File: src/logic/nand_host_cfg.svh
// Purpose: Offsets, field positions, reset values and timing counts of the NAND host controller
// Assumes: 125 MHz clk; one 8-bit NAND device on the pins
// Notes: Definitions only; included by bare name
`ifndef NAND_HOST_CFG_SVH
`define NAND_HOST_CFG_SVH

// Clock and pin timing
`define CLK_PERIOD_NS 8
`define GUARD_SETTLE_NS 100
`define GUARD_CYC ((`GUARD_SETTLE_NS + `CLK_PERIOD_NS - 1) / `CLK_PERIOD_NS)
`define PIN_PHASE 4'h6

// Register offsets (word index on the plain port)
`define REG_CMD 4'h0
`define REG_BLOCK 4'h1
`define REG_WPCTRL 4'h2
`define REG_STAT 4'h3
`define REG_ID0 4'h4
`define REG_ID4 4'h8
`define REG_BBT 4'h9
`define REG_IRQ_ST 4'hA
`define REG_IRQ_CLR 4'hB
`define REG_IRQ_EN 4'hC
`define REG_ECC 4'hD

// Field positions
`define CMD_OP_LSB 0
`define WP_ALLOW_BIT 0
`define STAT_BUSY_BIT 0
`define STAT_WP_BIT 1
`define STAT_FAIL_BIT 2
`define STAT_BYTE_LSB 8
`define BBT_SCANNED_LSB 16
`define IRQ_DONE 0
`define IRQ_REFUSED 1
`define IRQ_BAD 2
`define IRQ_REPLACE 3

// Reset values
`define WP_ALLOW_RESET 1'b0
`define IRQ_EN_RESET 4'h0

// Device opcodes and bytes
`define OPC_STATUS 8'h70
`define OPC_ID 8'h90
`define OPC_READ1 8'h00
`define OPC_READ2 8'h30
`define OPC_ERASE1 8'h60
`define OPC_ERASE2 8'hD0
`define ID_ADDR 8'h00
`define MARK_COL_LO 8'h00
`define MARK_COL_HI 8'h08
`define ERASED_BYTE 8'hFF
`define SR_FAIL 0
`define SR_READY 6
`define SR_WP 7

// Correction strength reported to software
`define ECC_BITS 8'h04
`define ECC_SECTOR 16'h0210

`endif

File: src/logic/nand_host_pkg.sv
// Purpose: Types shared by the NAND host controller and its pin cycle engine
// Assumes: Constants live in nand_host_cfg.svh
// Notes: Types only
package nand_host_pkg;

    typedef enum logic [1:0] {
        OP_STATUS = 2'b00,
        OP_ID = 2'b01,
        OP_SCAN = 2'b10,
        OP_ERASE = 2'b11
    } op_e;

    typedef enum logic [2:0] {
        ACT_CMD = 3'b000,
        ACT_ADDR = 3'b001,
        ACT_READ = 3'b010,
        ACT_TWAIT = 3'b011,
        ACT_BWAIT = 3'b100,
        ACT_END = 3'b101
    } act_e;

    typedef enum logic [1:0] {
        PIN_CMD = 2'b00,
        PIN_ADDR = 2'b01,
        PIN_READ = 2'b10
    } pin_e;

    typedef enum logic [2:0] {
        S_IDLE = 3'b000,
        S_GUARD = 3'b001,
        S_STEP = 3'b010,
        S_PIN = 3'b011,
        S_TWAIT = 3'b100,
        S_BWAIT = 3'b101
    } host_e;

    typedef struct packed {
        act_e act;
        logic [7:0] val;
    } step_s;

    typedef struct packed {
        pin_e kind;
        logic [7:0] val;
    } pin_req_s;

    typedef struct packed {
        logic cle;
        logic ale;
        logic we_b;
        logic re_b;
        logic [7:0] io_out;
        logic io_oe_b;
    } pins_s;

    typedef struct packed {
        logic wr;
        logic rd;
        logic [3:0] addr;
        logic [31:0] wdata;
    } bus_req_s;

endpackage

File: src/logic/nand_pin_cycle.sv
// Purpose: One NAND bus cycle (command, address or data read) per request
// Assumes: Requests only while not busy; io and ready/busy pins are asynchronous
// Notes: Each strobe is low for PIN_PHASE cycles then high for PIN_PHASE cycles
`timescale 1ns/1ns
`include "nand_host_cfg.svh"
module nand_pin_cycle (
    input wire logic clk,
    input wire logic rst_b,
    input wire logic ce,
    input wire logic req_valid,
    input nand_host_pkg::pin_req_s req,
    input wire logic [7:0] io_in,
    input wire logic rb_b,
    output logic busy,
    output logic done,
    output logic [7:0] rd_byte,
    output logic rb_ready,
    output nand_host_pkg::pins_s pins
);
    typedef struct packed {
        logic busy;
        logic [3:0] cnt;
        nand_host_pkg::pins_s pins;
        logic [7:0] rd_byte;
        logic done;
        logic [7:0] io_s1;
        logic [7:0] io_s2;
        logic rb_s1;
        logic rb_s2;
    } eng_s;

    eng_s q_ff;
    eng_s nxt_q;

    // Strobe sequencing; data is sampled at the last low cycle of the read strobe
    always_comb begin
        nxt_q = q_ff;
        nxt_q.done = 1'b0;
        nxt_q.io_s1 = io_in;
        nxt_q.io_s2 = q_ff.io_s1;
        nxt_q.rb_s1 = rb_b;
        nxt_q.rb_s2 = q_ff.rb_s1;
        if (!q_ff.busy) begin
            if (req_valid) begin
                nxt_q.busy = 1'b1;
                nxt_q.cnt = 4'h0;
                nxt_q.pins.cle = (req.kind == nand_host_pkg::PIN_CMD);
                nxt_q.pins.ale = (req.kind == nand_host_pkg::PIN_ADDR);
                nxt_q.pins.we_b = (req.kind == nand_host_pkg::PIN_READ);
                nxt_q.pins.re_b = (req.kind != nand_host_pkg::PIN_READ);
                nxt_q.pins.io_out = req.val;
                nxt_q.pins.io_oe_b = (req.kind == nand_host_pkg::PIN_READ);
            end
        end else if (q_ff.cnt == `PIN_PHASE - 4'h1) begin
            // Synchronised data is two cycles old; low phase covers access time plus that
            if (!q_ff.pins.re_b) begin
                nxt_q.rd_byte = q_ff.io_s2;
            end
            nxt_q.pins.we_b = 1'b1;
            nxt_q.pins.re_b = 1'b1;
            nxt_q.cnt = q_ff.cnt + 4'h1;
        end else if (q_ff.cnt == (`PIN_PHASE << 1) - 4'h1) begin
            // Latches and data held through the high phase for hold time
            nxt_q.busy = 1'b0;
            nxt_q.done = 1'b1;
            nxt_q.pins.cle = 1'b0;
            nxt_q.pins.ale = 1'b0;
            nxt_q.pins.io_oe_b = 1'b1;
        end else begin
            nxt_q.cnt = q_ff.cnt + 4'h1;
        end
    end

    // State register, frozen while ce is low
    always_ff @(posedge clk or negedge rst_b) begin
        if (!rst_b) begin
            q_ff <= '{busy: 1'b0, cnt: 4'h0,
                      pins: '{cle: 1'b0, ale: 1'b0, we_b: 1'b1, re_b: 1'b1,
                              io_out: 8'h00, io_oe_b: 1'b1},
                      rd_byte: 8'h00, done: 1'b0, io_s1: 8'h00, io_s2: 8'h00,
                      rb_s1: 1'b0, rb_s2: 1'b0};
        end else if (ce) begin
            q_ff <= nxt_q;
        end
    end

    assign busy = q_ff.busy;
    assign done = q_ff.done;
    assign rd_byte = q_ff.rd_byte;
    assign rb_ready = q_ff.rb_s2;
    assign pins = q_ff.pins;
endmodule

File: src/logic/nand_host.sv
// Functional notes
// - Non-erased marker at column 2048 means bad
// - Scan markers before any erase of block
// - Replace block after program or erase failure; code has no program, flags erase failure only
// - Record failed block, never erase it again
// - Read data needs 4-bit per 528-byte ECC
//
// Purpose: Host controller driving a NAND device for status, identifier,
//          bad-block scan and erase, with a bad-block table of 16 blocks
// Assumes: Software on a plain register port; device on asynchronous pins
// Notes: Data copying for block replacement is left to software
//
// The address map and the strobed register port are this design's own decisions.
`timescale 1ns/1ns
`include "nand_host_cfg.svh"
module nand_host (
    input wire logic clk,
    input wire logic rst_b,
    input wire logic ce,
    input nand_host_pkg::bus_req_s bus,
    output logic [31:0] rd_data,
    output logic irq,
    output nand_host_pkg::pins_s pins,
    output logic ce_b,
    output logic wp_b,
    input wire logic [7:0] io_in,
    input wire logic rb_b
);
    localparam logic [7:0] GUARD_CYC = 8'(`GUARD_CYC);

    typedef struct packed {
        nand_host_pkg::host_e st;
        nand_host_pkg::op_e op;
        logic [3:0] idx;
        logic page;
        logic [3:0] blk;
        logic [7:0] cnt;
        logic wp_allow;
        logic fail;
        logic [7:0] status;
        logic [4:0][7:0] id;
        logic [15:0] bad;
        logic [15:0] scanned;
        logic [3:0] irq_st;
        logic [3:0] irq_en;
        logic [31:0] rdata;
        logic ce_b;
    } host_s;

    host_s q_ff;
    host_s nxt_q;
    nand_host_pkg::step_s step;
    nand_host_pkg::pin_req_s preq;
    logic preq_valid;
    logic eng_busy;
    logic eng_done;
    logic [7:0] eng_byte;
    logic rb_ready;
    logic [3:0] ev;
    logic [3:0] id_pos;
    logic [9:0] row;

    // Row address: block in the upper bits, page 0 or 1 below
    assign row = {q_ff.blk, 5'h00, q_ff.page};
    assign id_pos = q_ff.idx - 4'h3;

    // Per-operation step table
    always_comb begin
        step = '{act: nand_host_pkg::ACT_END, val: 8'h00};
        unique case (q_ff.op)
            nand_host_pkg::OP_STATUS: begin
                if (q_ff.idx == 4'h0) step = '{nand_host_pkg::ACT_CMD, `OPC_STATUS};
                else if (q_ff.idx == 4'h1) step = '{nand_host_pkg::ACT_TWAIT, 8'h00};
                else if (q_ff.idx == 4'h2) step = '{nand_host_pkg::ACT_READ, 8'h00};
            end
            nand_host_pkg::OP_ID: begin
                if (q_ff.idx == 4'h0) step = '{nand_host_pkg::ACT_CMD, `OPC_ID};
                else if (q_ff.idx == 4'h1) step = '{nand_host_pkg::ACT_ADDR, `ID_ADDR};
                else if (q_ff.idx == 4'h2) step = '{nand_host_pkg::ACT_TWAIT, 8'h00};
                else if (q_ff.idx <= 4'h7) step = '{nand_host_pkg::ACT_READ, 8'h00};
            end
            nand_host_pkg::OP_SCAN: begin
                unique case (q_ff.idx)
                    4'h0: step = '{nand_host_pkg::ACT_CMD, `OPC_READ1};
                    4'h1: step = '{nand_host_pkg::ACT_ADDR, `MARK_COL_LO};
                    4'h2: step = '{nand_host_pkg::ACT_ADDR, `MARK_COL_HI};
                    4'h3: step = '{nand_host_pkg::ACT_ADDR, row[7:0]};
                    4'h4: step = '{nand_host_pkg::ACT_ADDR, {6'h00, row[9:8]}};
                    4'h5: step = '{nand_host_pkg::ACT_ADDR, 8'h00};
                    4'h6: step = '{nand_host_pkg::ACT_CMD, `OPC_READ2};
                    4'h7: step = '{nand_host_pkg::ACT_BWAIT, 8'h00};
                    4'h8: step = '{nand_host_pkg::ACT_READ, 8'h00};
                    default: step = '{nand_host_pkg::ACT_END, 8'h00};
                endcase
            end
            nand_host_pkg::OP_ERASE: begin
                unique case (q_ff.idx)
                    4'h0: step = '{nand_host_pkg::ACT_CMD, `OPC_ERASE1};
                    4'h1: step = '{nand_host_pkg::ACT_ADDR, row[7:0]};
                    4'h2: step = '{nand_host_pkg::ACT_ADDR, {6'h00, row[9:8]}};
                    4'h3: step = '{nand_host_pkg::ACT_ADDR, 8'h00};
                    4'h4: step = '{nand_host_pkg::ACT_CMD, `OPC_ERASE2};
                    4'h5: step = '{nand_host_pkg::ACT_BWAIT, 8'h00};
                    4'h6: step = '{nand_host_pkg::ACT_CMD, `OPC_STATUS};
                    4'h7: step = '{nand_host_pkg::ACT_TWAIT, 8'h00};
                    4'h8: step = '{nand_host_pkg::ACT_READ, 8'h00};
                    default: step = '{nand_host_pkg::ACT_END, 8'h00};
                endcase
            end
        endcase
    end

    // Pin request for command, address and read steps
    always_comb begin
        preq_valid = (q_ff.st == nand_host_pkg::S_STEP) && !eng_busy &&
                     (step.act == nand_host_pkg::ACT_CMD ||
                      step.act == nand_host_pkg::ACT_ADDR ||
                      step.act == nand_host_pkg::ACT_READ);
        preq.val = step.val;
        if (step.act == nand_host_pkg::ACT_CMD) preq.kind = nand_host_pkg::PIN_CMD;
        else if (step.act == nand_host_pkg::ACT_ADDR) preq.kind = nand_host_pkg::PIN_ADDR;
        else preq.kind = nand_host_pkg::PIN_READ;
    end

    nand_pin_cycle u_pin (
        .clk(clk),
        .rst_b(rst_b),
        .ce(ce),
        .req_valid(preq_valid),
        .req(preq),
        .io_in(io_in),
        .rb_b(rb_b),
        .busy(eng_busy),
        .done(eng_done),
        .rd_byte(eng_byte),
        .rb_ready(rb_ready),
        .pins(pins)
    );

    // Sequencer, bad-block table, register port and interrupt status
    always_comb begin
        nxt_q = q_ff;
        ev = 4'h0;
        nxt_q.rdata = 32'h0000_0000;
        unique case (q_ff.st)
            nand_host_pkg::S_IDLE: begin
                if (bus.wr && bus.addr == `REG_CMD) begin
                    nxt_q.op = nand_host_pkg::op_e'(bus.wdata[`CMD_OP_LSB +: 2]);
                    nxt_q.idx = 4'h0;
                    nxt_q.page = 1'b0;
                    nxt_q.cnt = GUARD_CYC;
                    if (nxt_q.op == nand_host_pkg::OP_ERASE &&
                        (!q_ff.scanned[q_ff.blk] || q_ff.bad[q_ff.blk])) begin
                        ev[`IRQ_REFUSED] = 1'b1;
                    end else begin
                        nxt_q.st = nand_host_pkg::S_GUARD;
                        nxt_q.ce_b = 1'b0;
                        nxt_q.fail = 1'b0;
                    end
                end
            end
            nand_host_pkg::S_GUARD: begin
                // Settle time after a protect change or previous read cycle
                if (q_ff.cnt == 8'h00) nxt_q.st = nand_host_pkg::S_STEP;
                else nxt_q.cnt = q_ff.cnt - 8'h01;
            end
            nand_host_pkg::S_STEP: begin
                nxt_q.cnt = GUARD_CYC;
                if (preq_valid) begin
                    nxt_q.st = nand_host_pkg::S_PIN;
                end else if (step.act == nand_host_pkg::ACT_TWAIT) begin
                    nxt_q.st = nand_host_pkg::S_TWAIT;
                end else if (step.act == nand_host_pkg::ACT_BWAIT) begin
                    nxt_q.st = nand_host_pkg::S_BWAIT;
                end else if (step.act == nand_host_pkg::ACT_END) begin
                    if (q_ff.op == nand_host_pkg::OP_SCAN && !q_ff.page) begin
                        nxt_q.page = 1'b1;
                        nxt_q.idx = 4'h0;
                    end else begin
                        if (q_ff.op == nand_host_pkg::OP_SCAN) nxt_q.scanned[q_ff.blk] = 1'b1;
                        nxt_q.st = nand_host_pkg::S_IDLE;
                        nxt_q.ce_b = 1'b1;
                        ev[`IRQ_DONE] = 1'b1;
                    end
                end
            end
            nand_host_pkg::S_PIN: begin
                if (eng_done) begin
                    nxt_q.idx = q_ff.idx + 4'h1;
                    nxt_q.st = nand_host_pkg::S_STEP;
                    if (step.act == nand_host_pkg::ACT_READ) begin
                        unique case (q_ff.op)
                            nand_host_pkg::OP_STATUS: nxt_q.status = eng_byte;
                            nand_host_pkg::OP_ID: nxt_q.id[id_pos[2:0]] = eng_byte;
                            nand_host_pkg::OP_SCAN: begin
                                if (eng_byte != `ERASED_BYTE) begin
                                    nxt_q.bad[q_ff.blk] = 1'b1;
                                    ev[`IRQ_BAD] = 1'b1;
                                end
                            end
                            nand_host_pkg::OP_ERASE: begin
                                nxt_q.status = eng_byte;
                                if (eng_byte[`SR_FAIL]) begin
                                    nxt_q.fail = 1'b1;
                                    nxt_q.bad[q_ff.blk] = 1'b1;
                                    ev[`IRQ_REPLACE] = 1'b1;
                                end
                            end
                        endcase
                    end
                end
            end
            nand_host_pkg::S_TWAIT: begin
                // Step past the wait, else the same wait step would repeat forever
                if (q_ff.cnt == 8'h00) begin
                    nxt_q.st = nand_host_pkg::S_STEP;
                    nxt_q.idx = q_ff.idx + 4'h1;
                end else begin
                    nxt_q.cnt = q_ff.cnt - 8'h01;
                end
            end
            nand_host_pkg::S_BWAIT: begin
                // Busy shows only after a delay, so ready is ignored until the count ends
                if (q_ff.cnt != 8'h00) begin
                    nxt_q.cnt = q_ff.cnt - 8'h01;
                end else if (rb_ready) begin
                    nxt_q.st = nand_host_pkg::S_STEP;
                    nxt_q.idx = q_ff.idx + 4'h1;
                end
            end
            default: nxt_q.st = nand_host_pkg::S_IDLE;
        endcase
        // Register writes; block select is frozen while an operation runs
        if (bus.wr) begin
            if (bus.addr == `REG_BLOCK && q_ff.st == nand_host_pkg::S_IDLE)
                nxt_q.blk = bus.wdata[3:0];
            if (bus.addr == `REG_WPCTRL) nxt_q.wp_allow = bus.wdata[`WP_ALLOW_BIT];
            if (bus.addr == `REG_IRQ_EN) nxt_q.irq_en = bus.wdata[3:0];
        end
        // Set wins over a clear in the same cycle
        nxt_q.irq_st = q_ff.irq_st & ~((bus.wr && bus.addr == `REG_IRQ_CLR) ?
                                       bus.wdata[3:0] : 4'h0);
        nxt_q.irq_st = nxt_q.irq_st | ev;
        if (bus.rd) begin
            if (bus.addr == `REG_STAT) begin
                nxt_q.rdata[`STAT_BUSY_BIT] = (q_ff.st != nand_host_pkg::S_IDLE);
                nxt_q.rdata[`STAT_WP_BIT] = q_ff.wp_allow;
                nxt_q.rdata[`STAT_FAIL_BIT] = q_ff.fail;
                nxt_q.rdata[`STAT_BYTE_LSB +: 8] = q_ff.status;
            end else if (bus.addr >= `REG_ID0 && bus.addr <= `REG_ID4) begin
                nxt_q.rdata[7:0] = q_ff.id[3'(bus.addr - `REG_ID0)];
            end else if (bus.addr == `REG_BBT) begin
                nxt_q.rdata = {q_ff.scanned, q_ff.bad};
            end else if (bus.addr == `REG_IRQ_ST) begin
                nxt_q.rdata[3:0] = q_ff.irq_st;
            end else if (bus.addr == `REG_IRQ_EN) begin
                nxt_q.rdata[3:0] = q_ff.irq_en;
            end else if (bus.addr == `REG_ECC) begin
                nxt_q.rdata = {`ECC_SECTOR, 8'h00, `ECC_BITS};
            end
        end
    end

    // State register, frozen while ce is low
    always_ff @(posedge clk or negedge rst_b) begin
        if (!rst_b) begin
            q_ff <= '{st: nand_host_pkg::S_IDLE, op: nand_host_pkg::OP_STATUS,
                      idx: 4'h0, page: 1'b0, blk: 4'h0, cnt: 8'h00,
                      wp_allow: `WP_ALLOW_RESET, fail: 1'b0, status: 8'h00,
                      id: '0, bad: 16'h0000, scanned: 16'h0000, irq_st: 4'h0,
                      irq_en: `IRQ_EN_RESET, rdata: 32'h0000_0000, ce_b: 1'b1};
        end else if (ce) begin
            q_ff <= nxt_q;
        end
    end

    assign rd_data = q_ff.rdata;
    assign irq = |(q_ff.irq_st & q_ff.irq_en);
    assign ce_b = q_ff.ce_b;
    assign wp_b = q_ff.wp_allow;
endmodule

File: config.mk
export PLATFORM = sky130hd
export DESIGN_NAME = nand_host
export DESIGN_NICKNAME = d
export VERILOG_FILES = /design/src/logic/nand_host_pkg.sv /design/src/logic/nand_pin_cycle.sv /design/src/logic/nand_host.sv
export VERILOG_INCLUDE_DIRS = /design/src /design/src/logic
export SDC_FILE = /design/constraint.sdc
export NUM_CORES = 1
export LEC_CHECK = 0
export ABC_CLOCK_PERIOD_IN_PS = 10650
export BUFFER_PORTS_ARGS = -buffer_cell sky130_fd_sc_hd__buf_2
export CAP_MARGIN = 0
export CORE_MARGIN = 2
export CORE_UTILIZATION = 55
export DETAILED_ROUTE_END_ITERATION = 10
export GPL_ROUTABILITY_DRIVEN = 0
export GPL_TIMING_DRIVEN = 1
export MAX_ROUTING_LAYER = met4
export PLACE_DENSITY = 0.81
export SETUP_SLACK_MARGIN = 0.3
export SYNTH_ARGS = -nofsm -noshare
export SYNTH_HDL_FRONTEND = slang
export SYNTH_SLANG_ARGS = --single-unit
export TNS_END_PERCENT = 30
File: constraint.sdc
create_clock -name clk -period 10.65 [get_ports clk]
set_input_delay 1.5975 -clock clk [delete_from_list [all_inputs] [get_ports clk]]
set_output_delay 1.5975 -clock clk [all_outputs]
set_load 0.005 [all_outputs]
==> results of run 1 <==
-- tightest hold or removal path: cells and delay by family (launching register included) --
kind                   cells  cell delay [ns]
AO/OA/AOI/OAI              1             0.05
buffers and inverters      1             0.04
flip-flops                 1             0.37
-- routing by layer --
layer | share of wire | global-route usage | up-vias
met1 | 0.45 | 0.335 | 3291
li1 | - | - | 2980
met3 | 0.050 | 0.0389 | 45
met2 | 0.47 | 0.367 | 213
met5 | 0 | - | -
met4 | 0.026 | 0.0799 | 0
-- placed cells by master (no fill, tap or decap), drive strengths merged, types with 5 or more instances in the layout --
cell,instances
dfrtp,185
mux2,96
buf,70
nor2,49
nand2,45
nor2b,27
inv,27
a21oi,23
o21ai,20
clkbuf,18
a22oi,17
nand3,16
o2bb2ai,16
nor3,16
o21bai,14
a22o,14
a31o,13
mux4,12
ha,12
a21o,9
nor4,9
clkinv,7
nand2b,6
nand4,6
a41o,6
xor2,5
nand3b,5
a211oi,5
o31ai,5
-- layout make-up --
class,count,share of cell area
sequential,189,0.463
multi-input combinational,521,0.404
clock buffer,17,0.0416
timing repair buffer,71,0.0363
tap,225,0.0275
clock inverter,15,0.0193
inverter,22,0.00807
-- final timing paths --
kind | cells after the start | end
max | 8 | flop
min | 2 | u_pin.pins[0]
max reg2reg | 9 | flop
min reg2reg | 2 | u_pin.pins[0]
max in group asynchronous | 2 | u_pin.q_ff[6]
min in group asynchronous | 1 | q_ff[127]
-- report_power, final --
part | internal, uW | switching, uW
Clock | 340 | 315
Combinational | 169 | 264
Sequential | 794 | 115
Total | 1300 | 694
-- per-stage QoR --
step	worst slack, ns	hold WS, ns	area [um2]	total power, uW	utilization
2_1_floorplan	6.56	0.442	9480	1220	-
4_1_cts	6.22	0.463	10200	2000	0.600
3_5_place_dp	5.77	0.452	9610	1350	0.563
3_3_place_gp	5.81	0.449	9610	1330	0.563
5_1_grt	6.05	0.490	10200	2090	0.600
6_report	6.15	0.461	10200	2000	0.600
-- cells by family after synthesis --
family,count (synthesis),synth area share
buffers and inverters,113,0.0645
flip-flops,189,0.499
AND/OR/NAND/NOR,203,0.113
adder cells (fa/ha/maj),12,0.0158
AO/OA/AOI/OAI,186,0.151
XOR/XNOR,9,0.00831
multiplexers,110,0.148
other,1,0.000396
==> run_results.csv, run 1 <==
group,metric,value,unit
run_status,status,"finished clean",
sta,setup_tns,0,ns
sta,hold_viol_final,0,
drt,firstDrtPassIters,5,
hold_path,hold_path.class,"reg2reg",
final_layout,fill_cells,1385,
cts,hold_buffers,0,
drt,ant_nets,0,
critical_path,worstSetupPathType,"in2reg",
global_routing,antenna_found_initial,0,
sta,post-route-period-util,0.422,
floorplan,ios,98,
logic_synthesis,yosysTopAreaCellShare,0.488,
drt,routed_via_density,6.16,
sta,slew_headroom,0.296,
logic_synthesis,synth_most_common_cell,"dfrtp_1",
hold_path,hp-start,"u_pin.pins[0]",
place,placed_cells,1028,
cts,cts_tree,"done",
final_layout,diodes,0,
cts,cts_num_sinks,189,
cts,clock_latency,0.45,ns
logic_synthesis,synth_cells,823,
sta,rsz0062_at_grt,"no",
global_routing,grt_overflow,0,
critical_path,endpoint_kind,"flop",
critical_path,cpPeakStageDelay,0.77,ns
final_layout,final_cell_count_no_fill,1060,
logic_synthesis,synth_warnings,0,
final_layout,multiInputGateArea,4140,um2
floorplan,start_util,0.556,
run,max_cap_violations,0,
cts,path_clk_slew,0.07,ns
sta,setup_viol,0,
floorplan,chipHeight,135,um
cts,cts-htree-levels,4,
logic_synthesis,ys_types,79,
logic_synthesis,ys_async_sr_fraction,1.00,
cts,cts_buffer_depth,2,
logic_synthesis,synth_area,9480,um2
logic_synthesis,synth_area_leaders,"dfrtp_1 (49%), mux2_2 (10%), buf_4 (3.6%), mux4_2 (2.9%), nor2_1 (1.9%)",
critical_path,critPathRequiredTime,10.97,ns
power,power.leakage,0.00486,uW
floorplan,coreArea,17100,um2
critical_path,crit_fanout,24,
logic_synthesis,synth_edf_count,0,
floorplan,die_w,135,um
final_layout,seqCellArea,4730,um2
logic_synthesis,ys_top_cells_by_count,"dfrtp_1 (185), mux2_2 (88), nor2_1 (48)",
cts,post-cts-setup-buffers,0,
cts,cts.repair.resized,0,
floorplan,std_cell_rows,48,
critical_path,slowest_stage,"or4_1",
global_routing,grt_max_degree,109,
drt,finalWirelength,20500,um
final_layout,areaGrowthSynthToFinish,7.88,%
logic_synthesis,avgSynthCellArea,11.5,um2
sta,tightest_slew,1.05,ns
cts,cts_buffers,17,
logic_synthesis,synth-seq-cells,189,
critical_path,path_cells,"buf_2 > nor2_1 > and3_1 > o21ai_1 > nand2b_1 > or4_1 > or3_1 > mux2_4",
global_routing,grt_pass1_vias,6428,
critical_path,startpoint,"bus[32]",
place,io_buffers,68,
critical_path,path_delay_family,"simple AND/OR/NAND/NOR gates",
critical_path,reg2reg_slack,6.27,ns
sta,slew_viol_final,0,
power,peakVddDrop,145,uV
final_layout,nets,884,
sta,min_period,4.50,ns
logic_synthesis,synth_area_leader_cell,"dfrtp_1",
drt,drc,0,
logic_synthesis,synth_seq_area_share,0.499,
drt,drt_iter0_drc,633,
sta,fin_skew,0.0154,ns
global_routing,grt_use_total,0.241,
logic_synthesis,syn_nets,885,
critical_path,cp.arrival,4.82,ns
cts,clockRootBuffer,"clkbuf_16",
power,powerDensity,195,nW/um2
drt,wire_per_inst,19.3,um
sta,fmax,0.222,GHz
global_routing,grt_pass1_wl,33600,um
critical_path,cp.buffers_inverters,1,
final_layout,drive_above_1_share,0.292,
critical_path,r2r-start,"q_ff[136]",
place,place.detailed.hpwl,14000,um
drt,num_vias,6529,
logic_synthesis,ys_dominant_reg_cell,"dfrtp_1",
critical_path,cp-start-kind,"primary input",
floorplan,die_area,18300,um2
Power figures use the tool's default switching activity.
==> inputs of run 2 (changes only) <==
--- a/config.mk
+++ b/config.mk
@@ -6,7 +6,7 @@
 export SDC_FILE = /design/constraint.sdc
 export NUM_CORES = 1
 export LEC_CHECK = 0
-export ABC_CLOCK_PERIOD_IN_PS = 10650
+export ABC_CLOCK_PERIOD_IN_PS = 4200
 export BUFFER_PORTS_ARGS = -buffer_cell sky130_fd_sc_hd__buf_2
 export CAP_MARGIN = 0
 export CORE_MARGIN = 2
==> constraint.sdc (replaced) <==
create_clock -name clk -period 4.2 [get_ports clk]
set_input_delay 0.63 -clock clk [delete_from_list [all_inputs] [get_ports clk]]
set_output_delay 0.63 -clock clk [all_outputs]
set_load 0.005 [all_outputs]
==> run_results.csv, run 2 (synthesis gave the netlist of run 1 again) <==
group,metric,value,unit
final_layout,areaGrowthSynthToFinish,9.48,%
final_layout,final_common_cell,"dfrtp_1",
run,max_cap_violations,0,
power,pwr-share-clk,0.327,
floorplan,chipHeight,135,um
critical_path,startpoint,"q_ff[136]",
place,placed_cells,1041,
cts,cts_tree,"done",
sta,rsz0062_at_grt,"yes",
critical_path,cp.arrival,4.09,ns
drt,firstDrtPassIters,8,
place,io_buffers,68,
sta,setup_viol,0,
sta,setup_tns,0,ns
cts,clockRootBuffer,"clkbuf_16",
power,powerDensity,493,nW/um2
final_layout,multiInputGateArea,4140,um2
drt,drt_iter0_drc,832,
floorplan,std_cell_rows,48,
power,peakVddDrop,329,uV
drt,routed_via_density,6.05,
final_layout,diodes,0,
floorplan,ios,98,
global_routing,grt_pass1_vias,6534,
final_layout,final_cell_count_no_fill,1075,
cts,clock_latency,0.44,ns
power,seqPwrFrac,0.452,
drt,drc,0,
global_routing,grt_use_total,0.251,
drt,wire_per_inst,19.4,um
sta,slew_viol_final,0,
sta,fmax,0.265,GHz
final_layout,drive_above_1_share,0.306,
cts,hold_buffers,0,
floorplan,start_util,0.556,
sta,post-route-period-util,0.897,
sta,fin_skew,0.0112,ns
cts,cts-htree-levels,4,
final_layout,final_cell_mix,"dfrtp_1 (185), mux2_2 (88), buf_2 (67)",
critical_path,r2r-start,"q_ff[136]",
run_status,status,"finished clean",
floorplan,coreArea,17100,um2
power,p_int,3380,uW
critical_path,critPathRequiredTime,4.52,ns
sta,tightest_slew,1.05,ns
power,power.leakage,0.00495,uW
sta,hold_viol_final,0,
floorplan,die_w,135,um
hold_path,hold_path.class,"in2async",
critical_path,endpoint_kind,"flop",
global_routing,grt_max_degree,104,
cts,cts_buffer_depth,2,
place,place.detailed.hpwl,14300,um
sta,slew_headroom,0.297,
power,p_sw_frac,0.339,
final_layout,nets,899,
critical_path,crit_fanout,11,
drt,finalWirelength,20900,um
cts,cts_buffers,17,
global_routing,grt_overflow,0,
final_layout,fill_cells,1349,
cts,cts_num_sinks,189,
power,netSwitchingPower,1730,uW
drt,num_vias,6509,
global_routing,grt_pass1_wl,34700,um
power,comb_power_share,0.221,
floorplan,die_area,18300,um2
drt,ant_nets,0,
final_layout,seqCellArea,4730,um2
critical_path,cp-start-kind,"flop",
critical_path,worstSetupPathType,"reg2reg",
sta,min_period,3.77,ns
cts,path_clk_slew,0.07,ns
global_routing,antenna_found_initial,0,
run 2: cell types whose count changed in the layout (fill, tap and decap cells not counted):
cell | previous run | this run
bufinv_16 | 1 | 2
inv_6 | 2 | 5
ha_2 | 0 | 1
ha_1 | 12 | 11
clkinv_8 | 5 | 3
buf_4 | 3 | 15
clkinv_2 | 0 | 1
inv_8 | 4 | 2
clkinvlp_4 | 2 | 1
buf_12 | 0 | 3
run 2: power by group through the flow:
| stage | registers, uW | logic [uW] | clock network (uW) |
|---|---|---|---|
| floorplan | 2180 | 924 | 0 |
| global placement | 2330 | 1080 | 0 |
| detailed placement | 2340 | 1110 | 0 |
| CTS | 2310 | 1120 | 1700 |
| global route | 2350 | 1250 | 1770 |
| finish | 2310 | 1130 | 1670 |
run 2: worst max-delay path: stages, from the launching register on:
cell and delay, ns:
dfrtp_1 0.49, inv_1 0.17, ha_1 0.41, nor4_1 0.18, o31a_1 0.32, o32ai_2 0.25, nand2_2 0.20, or4_1 0.58
or3_1 0.66, mux2_4 0.39
run 2: final cells by class:
cell class / count / area share
Multi-Input combinational cell: 521 / 0.399
Timing Repair Buffer: 86 / 0.0503
Sequential cell: 189 / 0.456
Tap cell: 225 / 0.0271
Clock buffer: 17 / 0.0410
Inverter: 22 / 0.00796
Clock inverter: 15 / 0.0189
run 2: path summary, 6_finish.rpt:
| kind | end | depth (start not counted) | slack (ns) |
|---|---|---|---|
| max | flop | 9 | 0.43 |
| min | u_pin.nxt_q[0] | 1 | 0.28 |
| max reg2reg | flop | 9 | 0.43 |
| min reg2reg | u_pin.pins[0] | 2 | 0.47 |
| max in group asynchronous | rd_data[14] | 2 | 2.99 |
| min in group clk | u_pin.nxt_q[8] | 2 | 0.42 |
run 2: what timing repair did:
item	in CTS	in global routing
buffers inserted	0	2
hold endpoints to repair	0	0
setup endpoints to repair	0	40
gates resized for setup	0	1
run 2: metrics by stage:
stage	utilization	hold WS (ns)	total power [uW]	area [um2]	setup slack, ns
2_1_floorplan	-	0.334	3100	9480	0.856
3_3_place_gp	0.570	0.449	3410	9720	0.429
3_5_place_dp	0.570	0.459	3450	9720	0.363
4_1_cts	0.606	0.320	5130	10300	0.342
5_1_grt	0.609	0.355	5370	10400	0.260
6_report	0.609	0.276	5120	10400	0.432
run 2: per-layer routing:
metal / vias up / track usage / share of wire
li1: 3012 / - / -
met1: 3225 / 0.342 / 0.44
met2: 237 / 0.381 / 0.48
met3: 35 / 0.0419 / 0.057
met4: 0 / 0.0990 / 0.026
met5: - / - / 0
